File: config.mk
export PLATFORM = sky130hd
export DESIGN_NAME = lrso_top
export DESIGN_NICKNAME = d
export VERILOG_FILES = /design/src/inc/lrso_pkg.sv /design/src/design/lrso_chan.sv /design/src/design/lrso_top.sv
export SDC_FILE = /design/constraint.sdc
export NUM_CORES = 1
export LEC_CHECK = 0
export BUFFER_PORTS_ARGS = -buffer_cell sky130_fd_sc_hd__buf_2
export CAP_MARGIN = 40
export CORE_MARGIN = 2
export CORE_UTILIZATION = 50
export DETAILED_ROUTE_END_ITERATION = 8
export PLACE_DENSITY = 0.67
export SLEW_MARGIN = 5
export SYNTH_ARGS = -nofsm -noshare
export SYNTH_HDL_FRONTEND = slang
export SYNTH_HIERARCHICAL = 1
export SYNTH_SLANG_ARGS = --single-unit
File: constraint.sdc
create_clock -name aclk -period 5.1 [get_ports aclk]
set_input_delay 0.255 -clock aclk [delete_from_list [all_inputs] [get_ports aclk]]
set_output_delay 0.255 -clock aclk [all_outputs]
set_load 0.03 [all_outputs]
File: src/inc/lrso_pkg.sv
// Package of constants and types for the receive system-side output formatter.
package lrso_pkg;

   // ************************************************************
   // Bus and register map
   // ************************************************************
   localparam int          NUM_CH          = 16;
   localparam int          ADDR_W          = 12;
   localparam logic [11:0] OFS_CFG_A_BASE  = 12'h0_000;
   localparam logic [11:0] OFS_CFG_B_BASE  = 12'h0_040;
   localparam logic [11:0] OFS_STATUS      = 12'h0_080;
   localparam logic [7:0]  CFG_A_RESET     = 8'h00;
   localparam logic [7:0]  CFG_B_RESET     = 8'h00;
   localparam logic [1:0]  RESP_OKAY       = 2'h0;
   localparam logic [1:0]  RESP_SLVERR     = 2'h2;

   // ************************************************************
   // Field positions
   // ************************************************************
   localparam int A_E1_MODE      = 0;
   localparam int A_SINGLE_ENDED = 1;
   localparam int A_RX_POWERDOWN = 5;
   localparam int A_PD_TRISTATE  = 6;
   localparam int B_FMT_LSB      = 0;
   localparam int B_DATA_POL     = 3;
   localparam int B_CLK_EDGE     = 4;
   localparam int B_IND_LSB      = 5;

   // ************************************************************
   // Timing
   // ************************************************************
   localparam int CLK_PERIOD_NS = 100;
   localparam int T1_RATE_KHZ   = 1544;
   localparam int E1_RATE_KHZ   = 2048;
   // A whole recovered period spans either the floor or one more cycle.
   localparam int T1_MIN_CYC = 1_000_000 / (T1_RATE_KHZ * CLK_PERIOD_NS);
   localparam int T1_MAX_CYC = T1_MIN_CYC + 1;
   localparam int E1_MIN_CYC = 1_000_000 / (E1_RATE_KHZ * CLK_PERIOD_NS);
   localparam int E1_MAX_CYC = E1_MIN_CYC + 1;

   // ************************************************************
   // Types
   // ************************************************************
   typedef enum logic [1:0] {
      LRSO_FMT_SINGLE_NRZ = 2'h0,
      LRSO_FMT_DUAL_NRZ   = 2'h1,
      LRSO_FMT_DUAL_RZ    = 2'h2,
      LRSO_FMT_SLICED     = 2'h3
   } lrso_fmt_t;

   typedef enum logic [2:0] {
      LRSO_IND_PATT_SYNC = 3'h0,
      LRSO_IND_AIS       = 3'h1,
      LRSO_IND_EXZ       = 3'h2,
      LRSO_IND_BPV       = 3'h3,
      LRSO_IND_EXZ_BPV   = 3'h4,
      LRSO_IND_LOS       = 3'h5,
      LRSO_IND_RCLK      = 3'h6,
      LRSO_IND_RAIL_XOR  = 3'h7
   } lrso_ind_t;

   typedef struct packed {
      lrso_fmt_t fmt;
      logic      data_pol;
      logic      edge_fall;
      lrso_ind_t ind_sel;
      logic      powerdown;
      logic      pd_tristate;
      logic      single_ended;
   } lrso_cfg_t;

   typedef struct packed {
      logic tip_hi;
      logic tip_lo;
      logic ring_hi;
      logic ring_lo;
      logic rclk;
      logic dec_data;
      logic patt_sync;
      logic ais;
      logic exz;
      logic bpv;
      logic los;
   } lrso_line_t;

   typedef struct packed {
      logic d1;
      logic d1_oe;
      logic d2;
      logic d2_oe;
   } lrso_pins_t;

endpackage

File: src/design/lrso_chan.sv
// One channel of the receive output formatter: pin roles, retiming, polarity.
`timescale 1ns/1ns
module lrso_chan
   import lrso_pkg::*;
(
   input  wire logic aclk,
   input  wire logic aresetn,
   input  lrso_cfg_t cfg,
   input  lrso_line_t line,
   output lrso_pins_t pins
);

   logic       rclk_prev;
   logic       act_edge;
   logic       pos_raw;
   logic       neg_raw;
   logic       ind_raw;
   logic       rz_phase;
   logic       dat_h;
   logic       pos_h;
   logic       neg_h;
   logic       ind_h;
   lrso_pins_t next_pins;

   // ************************************************************
   // Edge select and rail slicing
   // ************************************************************
   assign act_edge = cfg.edge_fall ? (rclk_prev & ~line.rclk)
                                   : (~rclk_prev & line.rclk);
   assign pos_raw  = cfg.single_ended ? line.tip_hi
                                      : (line.tip_hi & line.ring_lo);
   assign neg_raw  = cfg.single_ended ? line.tip_lo
                                      : (line.tip_lo & line.ring_hi);
   // The pulse occupies the half period that follows the update edge.
   assign rz_phase = (line.rclk == ~cfg.edge_fall);

   always_comb
   begin
      case (cfg.ind_sel)
         LRSO_IND_PATT_SYNC: ind_raw = line.patt_sync;
         LRSO_IND_AIS:       ind_raw = line.ais;
         LRSO_IND_EXZ:       ind_raw = line.exz;
         LRSO_IND_BPV:       ind_raw = line.bpv;
         LRSO_IND_EXZ_BPV:   ind_raw = line.exz | line.bpv;
         LRSO_IND_LOS:       ind_raw = line.los;
         LRSO_IND_RCLK:      ind_raw = line.rclk;
         LRSO_IND_RAIL_XOR:  ind_raw = pos_raw ^ neg_raw;
         default:            ind_raw = 1'b0;
      endcase
   end

   // ************************************************************
   // Retiming on the active recovered edge
   // ************************************************************
   always_ff @(posedge aclk)
   begin
      if (!aresetn)
         rclk_prev <= 1'b0;
      else
         rclk_prev <= line.rclk;
   end

   always_ff @(posedge aclk)
   begin
      if (!aresetn)
      begin
         dat_h <= 1'b0;
         pos_h <= 1'b0;
         neg_h <= 1'b0;
         ind_h <= 1'b0;
      end
      else if (act_edge)
      begin
         dat_h <= line.dec_data;
         pos_h <= pos_raw;
         neg_h <= neg_raw;
         ind_h <= ind_raw;
      end
   end

   // ************************************************************
   // Pin roles per format
   // ************************************************************
   always_comb
   begin
      next_pins = '0;
      case (cfg.fmt)
         LRSO_FMT_SINGLE_NRZ:
         begin
            next_pins.d1 = dat_h ^ cfg.data_pol;
            // A clock selection goes out as a clock, not a sample of it.
            next_pins.d2 = (cfg.ind_sel == LRSO_IND_RCLK) ? line.rclk : ind_h;
         end
         LRSO_FMT_DUAL_NRZ:
         begin
            next_pins.d1 = pos_h ^ cfg.data_pol;
            next_pins.d2 = neg_h ^ cfg.data_pol;
         end
         LRSO_FMT_DUAL_RZ:
         begin
            next_pins.d1 = (pos_h & rz_phase) ^ cfg.data_pol;
            next_pins.d2 = (neg_h & rz_phase) ^ cfg.data_pol;
         end
         LRSO_FMT_SLICED:
         begin
            next_pins.d1 = pos_raw ^ cfg.data_pol;
            next_pins.d2 = neg_raw ^ cfg.data_pol;
         end
         default:
         begin
            next_pins.d1 = 1'b0;
            next_pins.d2 = 1'b0;
         end
      endcase
      next_pins.d1_oe = 1'b1;
      next_pins.d2_oe = 1'b1;
      if (cfg.powerdown)
      begin
         next_pins.d1    = 1'b0;
         next_pins.d2    = 1'b0;
         next_pins.d1_oe = ~cfg.pd_tristate;
         next_pins.d2_oe = ~cfg.pd_tristate;
      end
   end

   always_ff @(posedge aclk)
   begin
      if (!aresetn)
         pins <= '0;
      else
         pins <= next_pins;
   end

endmodule // lrso_chan

File: src/design/lrso_top.sv
// Top of the 16-channel receive system-side output formatter with its register slave.
//
// Function
// - Single-rail NRZ puts the single data output on the first shared pin.
// - Single-rail NRZ outputs decoded data, changing on the selected recovered edge.
// - Polarity bit 3 sets the single data output active high or low.
// - Powered-down receiver makes single data output high impedance or low, bit 6.
// - Dual-rail formats use the first shared pin as positive rail output.
// - Dual-rail formats use the second shared pin as negative rail output.
// - Dual-rail NRZ shows undecoded rails as levels, updated on the active edge.
// - Dual-rail RZ shows undecoded rails as pulses, updated on the active edge.
// - Sliced format passes raw sliced rails through without recovered-clock retiming.
// - Differential input: positive rail for tip positive and ring negative.
// - Single-ended input: positive rail for positive tip, negative for negative tip.
// - Polarity bit 3 also sets the active level of both rail outputs.
// - Powered-down receiver makes both rails high impedance or low, bit 6.
// - Single-rail NRZ uses the second shared pin as indication output.
// - Field bits 7 to 5 select one of eight indication sources.
// - Indication changes on the active edge (the recovered clock source passes as a clock) and is always active high.
// - Powered-down receiver makes indication high impedance or low, bit 6.
// - Recovered clock runs at 1.544 MHz for T1/J1, 2.048 MHz for E1.
// - Bit 4 selects the recovered clock edge on which outputs change.
`timescale 1ns/1ns
module lrso_top
   import lrso_pkg::*;
(
   input  wire logic               aclk,
   input  wire logic               aresetn,
   input  wire logic [ADDR_W-1:0]  s_axi_awaddr,
   input  wire logic [2:0]         s_axi_awprot,
   input  wire logic               s_axi_awvalid,
   output logic                    s_axi_awready,
   input  wire logic [31:0]        s_axi_wdata,
   input  wire logic [3:0]         s_axi_wstrb,
   input  wire logic               s_axi_wvalid,
   output logic                    s_axi_wready,
   output logic [1:0]              s_axi_bresp,
   output logic                    s_axi_bvalid,
   input  wire logic               s_axi_bready,
   input  wire logic [ADDR_W-1:0]  s_axi_araddr,
   input  wire logic [2:0]         s_axi_arprot,
   input  wire logic               s_axi_arvalid,
   output logic                    s_axi_arready,
   output logic [31:0]             s_axi_rdata,
   output logic [1:0]              s_axi_rresp,
   output logic                    s_axi_rvalid,
   input  wire logic               s_axi_rready,
   input  lrso_line_t [NUM_CH-1:0] line_in,
   output lrso_pins_t [NUM_CH-1:0] rx_pins,
   output logic [NUM_CH-1:0]       rx_clock_rate_ok
);

   // ************************************************************
   // Declarations
   // ************************************************************
   logic [7:0]        cfg_a [NUM_CH];
   logic [7:0]        cfg_b [NUM_CH];
   lrso_cfg_t         ch_cfg [NUM_CH];

   logic              aw_full;
   logic              w_full;
   logic [ADDR_W-1:0] aw_addr;
   logic [7:0]        w_byte;
   logic              w_lane0;
   logic              do_write;
   logic              next_aw_full;
   logic              next_w_full;
   logic              next_rvalid;
   logic              ar_take;
   logic              wr_hit_a;
   logic              wr_hit_b;
   logic              wr_hit_st;
   logic [3:0]        wr_idx;
   logic [31:0]       rd_word;
   logic              rd_hit;

   // ************************************************************
   // Write address and data capture
   // ************************************************************
   // Address and data are held separately so they may arrive in either
   // order; the write itself waits until both are present and the
   // previous response has been accepted.
   assign do_write = aw_full & w_full & ~s_axi_bvalid;

   always_comb
   begin
      next_aw_full = aw_full;
      if (s_axi_awvalid && s_axi_awready)
         next_aw_full = 1'b1;
      else if (do_write)
         next_aw_full = 1'b0;
   end

   always_comb
   begin
      next_w_full = w_full;
      if (s_axi_wvalid && s_axi_wready)
         next_w_full = 1'b1;
      else if (do_write)
         next_w_full = 1'b0;
   end

   always_ff @(posedge aclk)
   begin
      if (!aresetn)
      begin
         aw_full       <= 1'b0;
         s_axi_awready <= 1'b0;
      end
      else
      begin
         aw_full       <= next_aw_full;
         s_axi_awready <= ~next_aw_full;
      end
   end

   always_ff @(posedge aclk)
   begin
      if (!aresetn)
      begin
         w_full       <= 1'b0;
         s_axi_wready <= 1'b0;
      end
      else
      begin
         w_full       <= next_w_full;
         s_axi_wready <= ~next_w_full;
      end
   end

   always_ff @(posedge aclk)
   begin
      if (!aresetn)
         aw_addr <= '0;
      else if (s_axi_awvalid && s_axi_awready)
         aw_addr <= s_axi_awaddr;
   end

   always_ff @(posedge aclk)
   begin
      if (!aresetn)
      begin
         w_byte  <= 8'h00;
         w_lane0 <= 1'b0;
      end
      else if (s_axi_wvalid && s_axi_wready)
      begin
         w_byte  <= s_axi_wdata[7:0];
         w_lane0 <= s_axi_wstrb[0];
      end
   end

   // ************************************************************
   // Write decode and response
   // ************************************************************
   assign wr_idx    = aw_addr[5:2];
   assign wr_hit_a  = (aw_addr[ADDR_W-1:6] == OFS_CFG_A_BASE[ADDR_W-1:6]) && (aw_addr[1:0] == 2'h0);
   assign wr_hit_b  = (aw_addr[ADDR_W-1:6] == OFS_CFG_B_BASE[ADDR_W-1:6]) && (aw_addr[1:0] == 2'h0);
   assign wr_hit_st = (aw_addr == OFS_STATUS);

   always_ff @(posedge aclk)
   begin
      if (!aresetn)
      begin
         s_axi_bvalid <= 1'b0;
         s_axi_bresp  <= RESP_OKAY;
      end
      else if (do_write)
      begin
         s_axi_bvalid <= 1'b1;
         s_axi_bresp  <= (wr_hit_a || wr_hit_b || wr_hit_st) ? RESP_OKAY : RESP_SLVERR;
      end
      else if (s_axi_bready)
      begin
         s_axi_bvalid <= 1'b0;
      end
   end

   // ************************************************************
   // Per-channel configuration registers
   // ************************************************************
   always_ff @(posedge aclk)
   begin
      if (!aresetn)
      begin
         for (int i = 0; i < NUM_CH; i++)
         begin
            cfg_a[i] <= CFG_A_RESET;
            cfg_b[i] <= CFG_B_RESET;
         end
      end
      else if (do_write && w_lane0)
      begin
         if (wr_hit_a)
            cfg_a[wr_idx] <= w_byte;
         if (wr_hit_b)
            cfg_b[wr_idx] <= w_byte;
      end
   end

   // ************************************************************
   // Read channel
   // ************************************************************
   // Only one read is in flight: the address is refused until the data
   // has been taken, which keeps the read path a single register.
   assign ar_take = s_axi_arvalid & s_axi_arready;

   always_comb
   begin
      rd_word = 32'h0000_0000;
      rd_hit  = 1'b0;
      if (s_axi_araddr[1:0] == 2'h0)
      begin
         if (s_axi_araddr[ADDR_W-1:6] == OFS_CFG_A_BASE[ADDR_W-1:6])
         begin
            rd_word = {24'h00_0000, cfg_a[s_axi_araddr[5:2]]};
            rd_hit  = 1'b1;
         end
         else if (s_axi_araddr[ADDR_W-1:6] == OFS_CFG_B_BASE[ADDR_W-1:6])
         begin
            rd_word = {24'h00_0000, cfg_b[s_axi_araddr[5:2]]};
            rd_hit  = 1'b1;
         end
         else if (s_axi_araddr == OFS_STATUS)
         begin
            rd_word = {16'h0000, rx_clock_rate_ok};
            rd_hit  = 1'b1;
         end
      end
   end

   always_comb
   begin
      next_rvalid = s_axi_rvalid;
      if (ar_take)
         next_rvalid = 1'b1;
      else if (s_axi_rready)
         next_rvalid = 1'b0;
   end

   always_ff @(posedge aclk)
   begin
      if (!aresetn)
      begin
         s_axi_rvalid  <= 1'b0;
         s_axi_arready <= 1'b0;
      end
      else
      begin
         s_axi_rvalid  <= next_rvalid;
         s_axi_arready <= ~next_rvalid & ~ar_take;
      end
   end

   always_ff @(posedge aclk)
   begin
      if (!aresetn)
      begin
         s_axi_rdata <= 32'h0000_0000;
         s_axi_rresp <= RESP_OKAY;
      end
      else if (ar_take)
      begin
         s_axi_rdata <= rd_word;
         s_axi_rresp <= rd_hit ? RESP_OKAY : RESP_SLVERR;
      end
   end

   // ************************************************************
   // Channels
   // ************************************************************
   for (genvar ch = 0; ch < NUM_CH; ch++)
   begin : g_ch
      logic       mon_prev;
      logic [3:0] mon_cnt;
      logic [3:0] period;
      logic [3:0] lo_cyc;
      logic [3:0] hi_cyc;

      assign ch_cfg[ch].fmt          = lrso_fmt_t'(cfg_b[ch][B_FMT_LSB +: 2]);
      assign ch_cfg[ch].data_pol     = cfg_b[ch][B_DATA_POL];
      assign ch_cfg[ch].edge_fall    = cfg_b[ch][B_CLK_EDGE];
      assign ch_cfg[ch].ind_sel      = lrso_ind_t'(cfg_b[ch][B_IND_LSB +: 3]);
      assign ch_cfg[ch].powerdown    = cfg_a[ch][A_RX_POWERDOWN];
      assign ch_cfg[ch].pd_tristate  = cfg_a[ch][A_PD_TRISTATE];
      assign ch_cfg[ch].single_ended = cfg_a[ch][A_SINGLE_ENDED];

      lrso_chan u_chan (
         .aclk    (aclk),
         .aresetn (aresetn),
         .cfg     (ch_cfg[ch]),
         .line    (line_in[ch]),
         .pins    (rx_pins[ch])
      );

      // The recovered clock is checked against the nominal line rate by
      // counting system cycles between its rising edges. At a 10 MHz
      // system clock the check is coarse: it only tells T1 from E1 rate
      // and a stopped clock, not ppm offsets.
      assign lo_cyc = cfg_a[ch][A_E1_MODE] ? 4'(E1_MIN_CYC) : 4'(T1_MIN_CYC);
      assign hi_cyc = cfg_a[ch][A_E1_MODE] ? 4'(E1_MAX_CYC) : 4'(T1_MAX_CYC);
      assign period = mon_cnt + 4'h1;

      always_ff @(posedge aclk)
      begin
         if (!aresetn)
            mon_prev <= 1'b0;
         else
            mon_prev <= line_in[ch].rclk;
      end

      always_ff @(posedge aclk)
      begin
         if (!aresetn)
         begin
            mon_cnt              <= 4'h0;
            rx_clock_rate_ok[ch] <= 1'b0;
         end
         else if (line_in[ch].rclk && !mon_prev)
         begin
            mon_cnt              <= 4'h0;
            rx_clock_rate_ok[ch] <= (period >= lo_cyc) && (period <= hi_cyc);
         end
         else
         begin
            if (mon_cnt != 4'hF)
               mon_cnt <= period;
            if (period > hi_cyc)
               rx_clock_rate_ok[ch] <= 1'b0;
         end
      end
   end

endmodule // lrso_top

# Word-level counts from Yosys, hierarchy flattened
# Memory sizes are Yosys's and may differ from the RTL's.
# Index checks and enable logic that the tools add are counted.
dict set report totals {
  regBits 288
  ram_bits 256
  input_bits 249
  out_inout_bits 121
  elab_cells 1132
  n_memories 2
}
# memory depth width read_ports rd_ports_with_merged_regs wr line_no
set memory_table {}
lappend memory_table {cfg_a 16 8 17 0 16 lrso_top.sv:56} ;# logic [7:0] cfg_a [NUM_CH];
lappend memory_table {cfg_b 16 8 17 0 16 lrso_top.sv:57} ;# logic [7:0] cfg_b [NUM_CH];
dict set report op_classes {
  addsub 16
  n_lt_le_gt_ge 48
  eq_ne 196
  n_mux 225
  n_bitwise 314
  reduce_logical 142
}
# op count
set op_table {}
lappend op_table {{3-bit == test, second input constant} 64}
lappend op_table {{1-bit one-hot mux with 4 select lines} 32}
lappend op_table {{1-bit one-hot mux with 8 select lines} 16}
lappend op_table {{1-bit XOR} 128}
lappend op_table {{1-bit two-way mux} 119}
lappend op_table {{1-bit bitwise AND} 100}
lappend op_table {{3-bit by 2-bit == test with 1-bit output, second input constant} 32}
lappend op_table {{1-bit inverter} 70}
lappend op_table {{2-bit two-way mux} 34}
lappend op_table {{4-bit by 1-bit adder with 4-bit output, second input constant} 16}
lappend op_table {{2-bit == test, second input constant} 32}
lappend op_table {{4-bit by 3-bit greater-or-equal comparator with 1-bit output} 16}
lappend op_table {{4-bit by 3-bit > comparator with 1-bit output} 16}
lappend op_table {{4-bit by 3-bit <= comparator with 1-bit output} 16}
lappend op_table {{16-bit two-way mux} 4}
lappend op_table {{4-bit inequality test, second input constant} 16}
lappend op_table {{2-bit OR reduction} 32}
lappend op_table {{3-bit by 1-bit == test with 1-bit output, second input constant} 16}
lappend op_table {{3-bit zero test} 16}
lappend op_table {{3-bit two-way mux} 16}
lappend op_table {{1-bit logical AND} 37}
lappend op_table {{2-bit zero test} 18}
lappend op_table {{2-bit nonzero test} 17}
lappend op_table {{2-bit by 1-bit == test with 1-bit output, second input constant} 16}
lappend op_table {{10 further kinds} 62}

# Longest topological paths before layout
# Gate-level depths: netlist of run 1.
dict set report depth {
  word_depth 8
  depth_mapped 8
  depth_no_buf 7
}

# By module
# Netlist of run 1, hierarchy kept.
# mod instances cells_each area_per_inst_um2 seq_area_each_um2
set modules_own_cells {}
lappend modules_own_cells {lrso_top 1 1697 18667.9 10530.1}
lappend modules_own_cells {lrso_chan 16 64 560.5 160.2}

# Worst setup path before layout of run 1
# OpenSTA, ideal clock, no wires.
dict set report synth_timing {
  path_kind {register to register}
  startpoint {register aw_addr[11]}
  endpoint {memory cfg_b[5][0] (enable)}
  setup_time_ns 0.384
  arrival_ns 2.375
  t_required_ns 4.716
  setup_slack_ns 2.341
  path_stages_with_launch 5
  path_buffers 0
  period_less_slack_ns 2.759
  cell_sequence {dfxtp_1 > or4_4 > nor4_4 > nand3_2 > o21ai_0}
}
# item line_no
set synth_rtl {}
lappend synth_rtl {{start: declaration} lrso_top.sv:62} ;# logic [ADDR_W-1:0] aw_addr;
lappend synth_rtl {{start signal: assignment} lrso_top.sv:136} ;# aw_addr <= s_axi_awaddr;
lappend synth_rtl {{end: declaration} lrso_top.sv:57}

==> Implementation_results.wiki, run 1 <==
{| class="wikitable"
! Metric !! Value
|-
| Type of origin of the critical path || flip-flop
|-
| Skew-Pair Late Insertion Delay || 610 ps
|-
| Result of the run || finished clean
|-
| Arr. time, crit path || 3910 ps
|-
| Post-route minimum period || 3584 ps
|-
| Library cell with the highest instance count after synthesis || sky130_fd_sc_hd__nor2_1
|-
| Gate Count Post-Synth || 2721
|-
| Worst hold path endpoint || g_ch[9].u_chan/rclk_prev
|-
| Routed met1 length || 33710 um
|-
| Vias || 22.78k
|-
| Capture instance of the worst register-to-register path || cfg_b[3][2]
|-
| Clock net sink count || 526
|-
| Critical-path maximum fanout || 27
|-
| Vias per Instance || 5.945
|-
| Vias in the first global route || 21.68k
|-
| Worst slew pin tran || 929.4 ps
|-
| Core Footprint || 54880 um^2
|-
| Count of nets after finishing || 3360
|-
| Worst reg-to-reg setup slack || 1520 ps
|-
| Max-cap check violation count || 0
|-
| Total leakage power || 12.02 nW
|-
| HPWL reported at the end of detailed placement || 60140 um
|-
| Area occupied by multi-input gates || 13590 um^2
|-
| Netlist cell types || 63
|-
| Number of fillers in the final layout || 4660
|-
| Initial Utilization || 50.36%
|-
| Critical R2R Launch || aw_addr[11]
|-
| Area overhead of the layout relative to synthesis || 16.00%
|-
| FF+latch count, synth || 526
|-
| Class of the tightest hold or removal check || in2reg
|-
| Post-synth top flop || sky130_fd_sc_hd__dfxtp_1
|-
| Netlist area before placement || 27640 um^2
|-
| Reg2reg path depth || 5
|-
| CP Data Required Time || 5420 ps
|-
| Number of buffers added on ports || 318
|-
| CTS resizes || 0
|-
| Iteration-0 DRC Markers || 2013
|-
| Routed met3 length || 7142 um
|-
| Sequential cell area fraction in the yosys report || 47.37%
|-
| Die width || 239.1 um
|-
| H-Tree Depth || 2
|-
| Number of hold violations in the final report || 0
|-
| Final estimated routing congestion in global placement || 0.9401
|-
| Floorplan die height || 239.1 um
|-
| Timing-limited maximum frequency || 0.2790 GHz
|-
| Power Dens Cells || 312.2 nW/um^2
|-
| Clock buffer depth || 3
|-
| Tightest slew margin relative to the limit || 37.96%
|-
| Number of optimization iterations in the first detailed-route pass || 9
|-
| Share of flip-flops with an asynchronous set or reset after synthesis || 0%
|-
| Total chip power || 0.01001 W
|-
| Share of final-layout standard cells stronger than drive strength 1 || 19.92%
|-
| Overflow after GRT || 0
|-
| Share of the synthesized area in the top cell type || 27.82%
|-
| Total die area || 57170 um^2
|-
| Final setup vio count || 0
|-
| Worst hold slack || 27.48 ps
|-
| Unrepaired setup endpoints after global routing || no
|-
| Final WL || 81240 um
|-
| Post-synth EDFFs || 256
|-
| Count of pins over their slew limit || 0
|-
| Cell depth of the worst hold path || 2
|-
| Yosys top cell by area || sky130_fd_sc_hd__edfxtp_1
|-
| Final setup skew || 13.81 ps
|-
| Startpoint of the worst hold path || line_in[105]
|-
| Master cell of the clock root buffer || sky130_fd_sc_hd__clkbuf_16
|-
| Summed negative setup slack over all endpoints || 0 ps
|-
| Clock slew at reported path FFs || 60 ps
|-
| Part of the cycle the worst path needs || 70.28%
|-
| Number of warning messages in the yosys log || 6
|-
| Endpoint kind of the worst setup timing path || flip-flop
|-
| Top layer in use || met5
|-
| Met2 layer wire length in the routed design || 37060 um
|-
| Sequential cell area in the final layout || 13090 um^2
|-
| Leading cell types by count after synthesis || sky130_fd_sc_hd__nor2_1, sky130_fd_sc_hd__dfxtp_1, sky130_fd_sc_hd__edfxtp_1
|-
| Worst-case vdd ir drop || 0.2553 mV
|-
| TritonCTS clock tree || yes
|-
| WS Path Type || reg2reg
|-
| Number of antenna violations at the first check in global routing || 2
|-
| I/O Pins || 370
|-
| Average detailed-routed wire length per instance || 21.20 um
|-
| Synthesized area divided by synthesized cell count || 10.16 um^2
|-
| Post-route DRC violation count || 0
|-
| Pin count of the biggest net entering global routing || 86
|-
| Synth area leaders || sky130_fd_sc_hd__edfxtp_1, sky130_fd_sc_hd__dfxtp_1, sky130_fd_sc_hd__nor2_1, sky130_fd_sc_hd__mux2i_1, sky130_fd_sc_hd__mux4_2
|-
| Overall global routing resource usage || 27.80%
|-
| Wire length of the first global-routing pass || 122500 um
|-
| Number of placement rows || 86
|-
| Cts bufs inserted || 56
|-
| Post-route antenna net violation count || 0
|}
[per-stage QoR]
step,area (um^2),utilization (%),setup WS [ps],cells
2_1_floorplan,27700,-,2341,2738
3_3_place_gp,29680,54.09,1450,3669
3_5_place_dp,29740,54.19,1576,3680
4_1_cts,32060,58.41,1564,3831
5_1_grt,32060,58.41,1180,3831
6_report,32060,58.42,1516,3832
[final cells by class]
| type | count | area share, % |
|---|---|---|
| diodes | 1 | 0.007806 |
| clock buffers | 83 | 5.136 |
| clock inverters | 23 | 0.6869 |
| inverters | 73 | 0.8547 |
| multi-input cells | 2015 | 42.39 |
| flip-flops and latches | 526 | 40.84 |
| well taps | 704 | 2.748 |
| repair buffers | 407 | 7.341 |
[power by group]
| group | switching (W) | leakage, nW | internal, W | total (W) |
|---|---|---|---|---|
| Combinational | 0.000618 | 6.24 | 0.000457 | 0.00108 |
| Clock | 0.00171 | 0.928 | 0.00243 | 0.00415 |
| Sequential | 0.000201 | 4.86 | 0.00459 | 0.00479 |
| Total | 0.00253 | 12.0 | 0.00748 | 0.0100 |
[worst max-delay path by stage]
stage	startpoint	endpoint	slack, ps	cells past startpoint
floorplan	aw_addr[11]	cfg_b[5][0]	2340	4
global placement	aw_addr[11]	cfg_b[1][0]	1450	4
detailed placement	aw_addr[11]	cfg_b[3][2]	1580	5
CTS	aw_addr[11]	cfg_b[3][2]	1560	5
global route	aw_addr[11]	cfg_b[3][2]	1180	5
finish	aw_addr[11]	cfg_b[3][2]	1520	5
[cell families after synthesis]
family          share of synthesized area (%)
simple gates                            21.32
compound gates                          14.33
mux                                     9.924
fa+ha+maj                               1.449
other cells                           0.01357
xor+xnor                                1.901
buf+inv                                 3.690
flops                                   47.37
[flip-flops by register name, indices dropped and copies added, names as in the netlist, 8 cells and up]
name	count
aw_addr	12
cfg_a	128
cfg_b	128
g_ch.mon_cnt	64
g_ch.mon_prev	16
g_ch.u_chan/dat_h	16
g_ch.u_chan/ind_h	16
g_ch.u_chan/neg_h	16
g_ch.u_chan/pins	48
g_ch.u_chan/pos_h	16
g_ch.u_chan/rclk_prev	16
rx_clock_rate_ok	16
s_axi_rdata	16
w_byte	8
[layer usage]
metal  vias to the layer above  global-route usage, %
met3                       165                  5.577
li1                      10670                      -
met2                      1006                  44.78
met4                         4                  11.19
met1                     10940                  36.77
met5                         -                      0
[timing repair]
action / CTS / global route
buffers inserted: 0 / 0
hold buffers: 45 / 0
endpoints found under the setup margin: 0 / 0
endpoints found under the hold margin: 50 / 0
[critical path, stage by stage, from the launching register on]
cell	delay (ps)
sky130_fd_sc_hd__dfxtp_1	310
sky130_fd_sc_hd__or4_4	560
sky130_fd_sc_hd__nor4_4	760
sky130_fd_sc_hd__nand3_2	660
sky130_fd_sc_hd__o21ai_0	720
sky130_fd_sc_hd__buf_2	270
[placed cells by master, fill, tap and decap left out, types with 34 or more instances in the layout]
cell type and n:
sky130_fd_sc_hd__nor2_1 383, sky130_fd_sc_hd__buf_2 327, sky130_fd_sc_hd__dfxtp_1 270, sky130_fd_sc_hd__edfxtp_1 256, sky130_fd_sc_hd__nand2_1 205, sky130_fd_sc_hd__mux2i_1 130, sky130_fd_sc_hd__nor2b_1 110, sky130_fd_sc_hd__nand2b_1 108
sky130_fd_sc_hd__o21ai_0 100, sky130_fd_sc_hd__a21oi_1 74, sky130_fd_sc_hd__inv_1 71, sky130_fd_sc_hd__and2_1 71, sky130_fd_sc_hd__clkbuf_16 58, sky130_fd_sc_hd__xnor2_1 54, sky130_fd_sc_hd__or4_1 50, sky130_fd_sc_hd__mux4_2 48
sky130_fd_sc_hd__nand3_1 48, sky130_fd_sc_hd__a31oi_1 48, sky130_fd_sc_hd__dlygate4sd3_1 45, sky130_fd_sc_hd__nor3_1 35, sky130_fd_sc_hd__nand3b_1 34, sky130_fd_sc_hd__buf_4 34
(Power assumes the default switching activity.)
==> run 2, diff against run 1 <==
Clock period 5.1 ns to 3.7 ns, I/O delays scaled along.
==> run 2 against run 1 <==
Compared with the run above: global-route usage grew 0.37 points; combinational power grew 44%; first-iteration DRC count grew 2.8%; clock power grew 30%; via count grew 1.7%; routed wire length grew 1.7%; flip-flop and latch count is the same; cell area grew 1.5%; worst hold slack lost 16 ps; sequential power grew 38%; critical endpoint is now cfg_b[1][7].
==> Implementation_results.wiki, run 2 (synthesis results as in run 1) <==
{| class="wikitable"
! Metric !! Value
|-
| Number of buffers added on ports || 318 (unchanged)
|-
| Power Dens Cells || 415.8 nW/um^2 (was 312.2 nW/um^2)
|-
| Overflow after GRT || 0 (unchanged)
|-
| Skew-Pair Late Insertion Delay || 620 ps (was 610 ps)
|-
| Final setup vio count || 0 (unchanged)
|-
| Count of pins over their slew limit || 0 (unchanged)
|-
| H-Tree Depth || 2 (unchanged)
|-
| Floorplan die height || 239.1 um (unchanged)
|-
| Clock net sink count || 526 (unchanged)
|-
| Total die area || 57170 um^2 (unchanged)
|-
| Post-route minimum period || 2954 ps (was 3584 ps)
|-
| Final setup skew || 21.81 ps (was 13.81 ps)
|-
| Crit-path cells || or4_4 > nor4_4 > buf_4 > nand3_2 > o21ai_0 > buf_4 (was or4_4 > nor4_4 > nand3_2 > o21ai_0 > buf_2)
|-
| Family with the most delay on the worst path || simple AND/OR/NAND/NOR gates (unchanged)
|-
| Part of the cycle the worst path needs || 79.83% (was 70.28%)
|-
| Antenna diode instance count || 0 (was 1)
|-
| Class of the tightest hold or removal check || in2reg (unchanged)
|-
| CTS resizes || 0 (unchanged)
|-
| Cts bufs inserted || 56 (unchanged)
|-
| Vias in the first global route || 21.88k (was 21.68k)
|-
| Result of the run || finished clean (unchanged)
|-
| CP Data Required Time || 4030 ps (was 5420 ps)
|-
| I/O Pins || 370 (unchanged)
|-
| Delay of the slowest cell on the worst path || 560 ps (was 760 ps)
|-
| Pin count of the biggest net entering global routing || 121 (was 86)
|-
| Endpoint kind of the worst setup timing path || flip-flop (unchanged)
|-
| Count of nets after finishing || 3417 (was 3360)
|-
| Dpl cell area || 29910 um^2 (was 29740 um^2)
|-
| Vias || 23.17k (was 22.78k)
|-
| Share of final-layout standard cells stronger than drive strength 1 || 19.82% (was 19.92%)
|-
| Critical-path maximum fanout || 27 (unchanged)
|-
| Unrepaired setup endpoints after global routing || no (unchanged)
|-
| WS Path Type || reg2reg (unchanged)
|-
| Number of optimization iterations in the first detailed-route pass || 6 (was 9)
|-
| Type of origin of the critical path || flip-flop (unchanged)
|-
| Number of placement rows || 86 (unchanged)
|-
| Cell area after layout || 32540 um^2 (was 32060 um^2)
|-
| Iteration-0 DRC Markers || 2069 (was 2013)
|-
| Largest regs || cfg_a (128), cfg_b (128), g_ch.mon_cnt (64) (unchanged)
|-
| Clock buffer depth || 3 (unchanged)
|-
| Most common library cell in the layout ignoring fill and taps || sky130_fd_sc_hd__nor2_1 (unchanged)
|-
| Commonest non-fill, non-tap cells in the layout || sky130_fd_sc_hd__nor2_1, sky130_fd_sc_hd__buf_2, sky130_fd_sc_hd__dfxtp_1 (unchanged)
|-
| Critical path buffers and inverters || 2 (was 1)
|-
| Vias per Instance || 5.960 (was 5.945)
|-
| HPWL reported at the end of detailed placement || 60490 um (was 60140 um)
|-
| Core Footprint || 54880 um^2 (unchanged)
|-
| Final estimated routing congestion in global placement || 0.9294 (was 0.9401)
|-
| Post-route DRC violation count || 0 (unchanged)
|-
| Final WL || 82660 um (was 81240 um)
|-
| Arr. time, crit path || 3290 ps (was 3910 ps)
|-
| Worst slew pin tran || 904.2 ps (was 929.4 ps)
|-
| Worst-case vdd ir drop || 0.3743 mV (was 0.2553 mV)
|-
| Max-cap check violation count || 0 (unchanged)
|-
| Post-route antenna net violation count || 0 (unchanged)
|-
| Number of antenna violations at the first check in global routing || 1 (was 2)
|-
| Total leakage power || 12.23 nW (was 12.02 nW)
|-
| Summed negative setup slack over all endpoints || 0 ps (unchanged)
|-
| Tightest slew margin relative to the limit || 39.64% (was 37.96%)
|-
| Number of hold violations in the final report || 0 (unchanged)
|-
| Initial Utilization || 50.36% (unchanged)
|-
| Timing-limited maximum frequency || 0.3386 GHz (was 0.2790 GHz)
|-
| Die width || 239.1 um (unchanged)
|-
| TritonCTS clock tree || yes (unchanged)
|-
| Wire length of the first global-routing pass || 124300 um (was 122500 um)
|-
| CP max-delay cell || sky130_fd_sc_hd__or4_4 (was sky130_fd_sc_hd__nor4_4)
|-
| Clock slew at reported path FFs || 70 ps (was 60 ps)
|-
| Master cell of the clock root buffer || sky130_fd_sc_hd__clkbuf_16 (unchanged)
|-
| Most numerous cell on the critical path || sky130_fd_sc_hd__buf_4
|-
| Average detailed-routed wire length per instance || 21.26 um (was 21.20 um)
|-
| Overall global routing resource usage || 28.17% (was 27.80%)
|-
| Area overhead of the layout relative to synthesis || 17.76% (was 16.00%)
|}
==> run 2: layer usage <==
layer / part of all wire (%) / wire length [um] / track usage (%) / up-vias
li1: - / - / - / 10800
met1: 42 / 34760 / 38.28 / 11140
met2: 46 / 37720 / 44.82 / 1070
met3: 8.2 / 6739 / 4.758 / 161
met4: 4.1 / 3423 / 11.46 / 2
met5: 0.0085 / 7 / 0 / -
==> run 2: power by group <==
| part | switching (W) | internal [W] |
|---|---|---|
| Clock | 0.00239 | 0.00299 |
| Sequential | 0.000274 | 0.00632 |
| Combinational | 0.000875 | 0.000678 |
==> run 2: area by class of cell <==
type	instances	area, um^2
clock buffers	69	1491
flip-flops and latches	526	13090
well taps	704	880.8
fillers	4635	22330
inverters	73	274.0
multi-input cells	2015	13590
clock inverters	37	235.2
repair buffers	464	2982
==> run 2: worst min-delay path, cell delays in order <==
cell                      delay (ps)
sky130_fd_sc_hd__buf_2           130
sky130_fd_sc_hd__o21a_1          120
sky130_fd_sc_hd__mux2i_1          60
sky130_fd_sc_hd__nor2b_1         100
==> run 2: path summary, 6_finish.rpt <==
| path | from | end | slack (ps) | cells past startpoint |
|---|---|---|---|---|
| worst max-delay path | aw_addr[11] | cfg_b[1][7] | 750 | 6 |
| worst min-delay path | line_in[86] | g_ch[7].u_chan/neg_h | 10 | 4 |
| worst max register to register | aw_addr[11] | cfg_b[1][7] | 750 | 6 |
| worst min register to register | aw_addr[10] | aw_addr[10] | 460 | 2 |
==> run 2: what timing repair did <==
action,4_1_cts,5_1_grt
hold buffers,91,0
endpoints found under the hold margin,102,0
setup buffers,0,0
==> run 2: through the flow <==
step	hold slack, ps	cells	util, %	worst slack [ps]	total power [W]
2_1_floorplan	306.7	2738	-	940.7	0.007570
6_report	11.38	3888	59.30	746.4	0.01353
5_1_grt	31.13	3888	59.30	581.8	0.01398
4_1_cts	0.3093	3888	59.30	807.9	0.01359
3_5_place_dp	430.7	3691	54.50	848.8	0.008172
3_3_place_gp	435.1	3689	54.41	920.3	0.008112
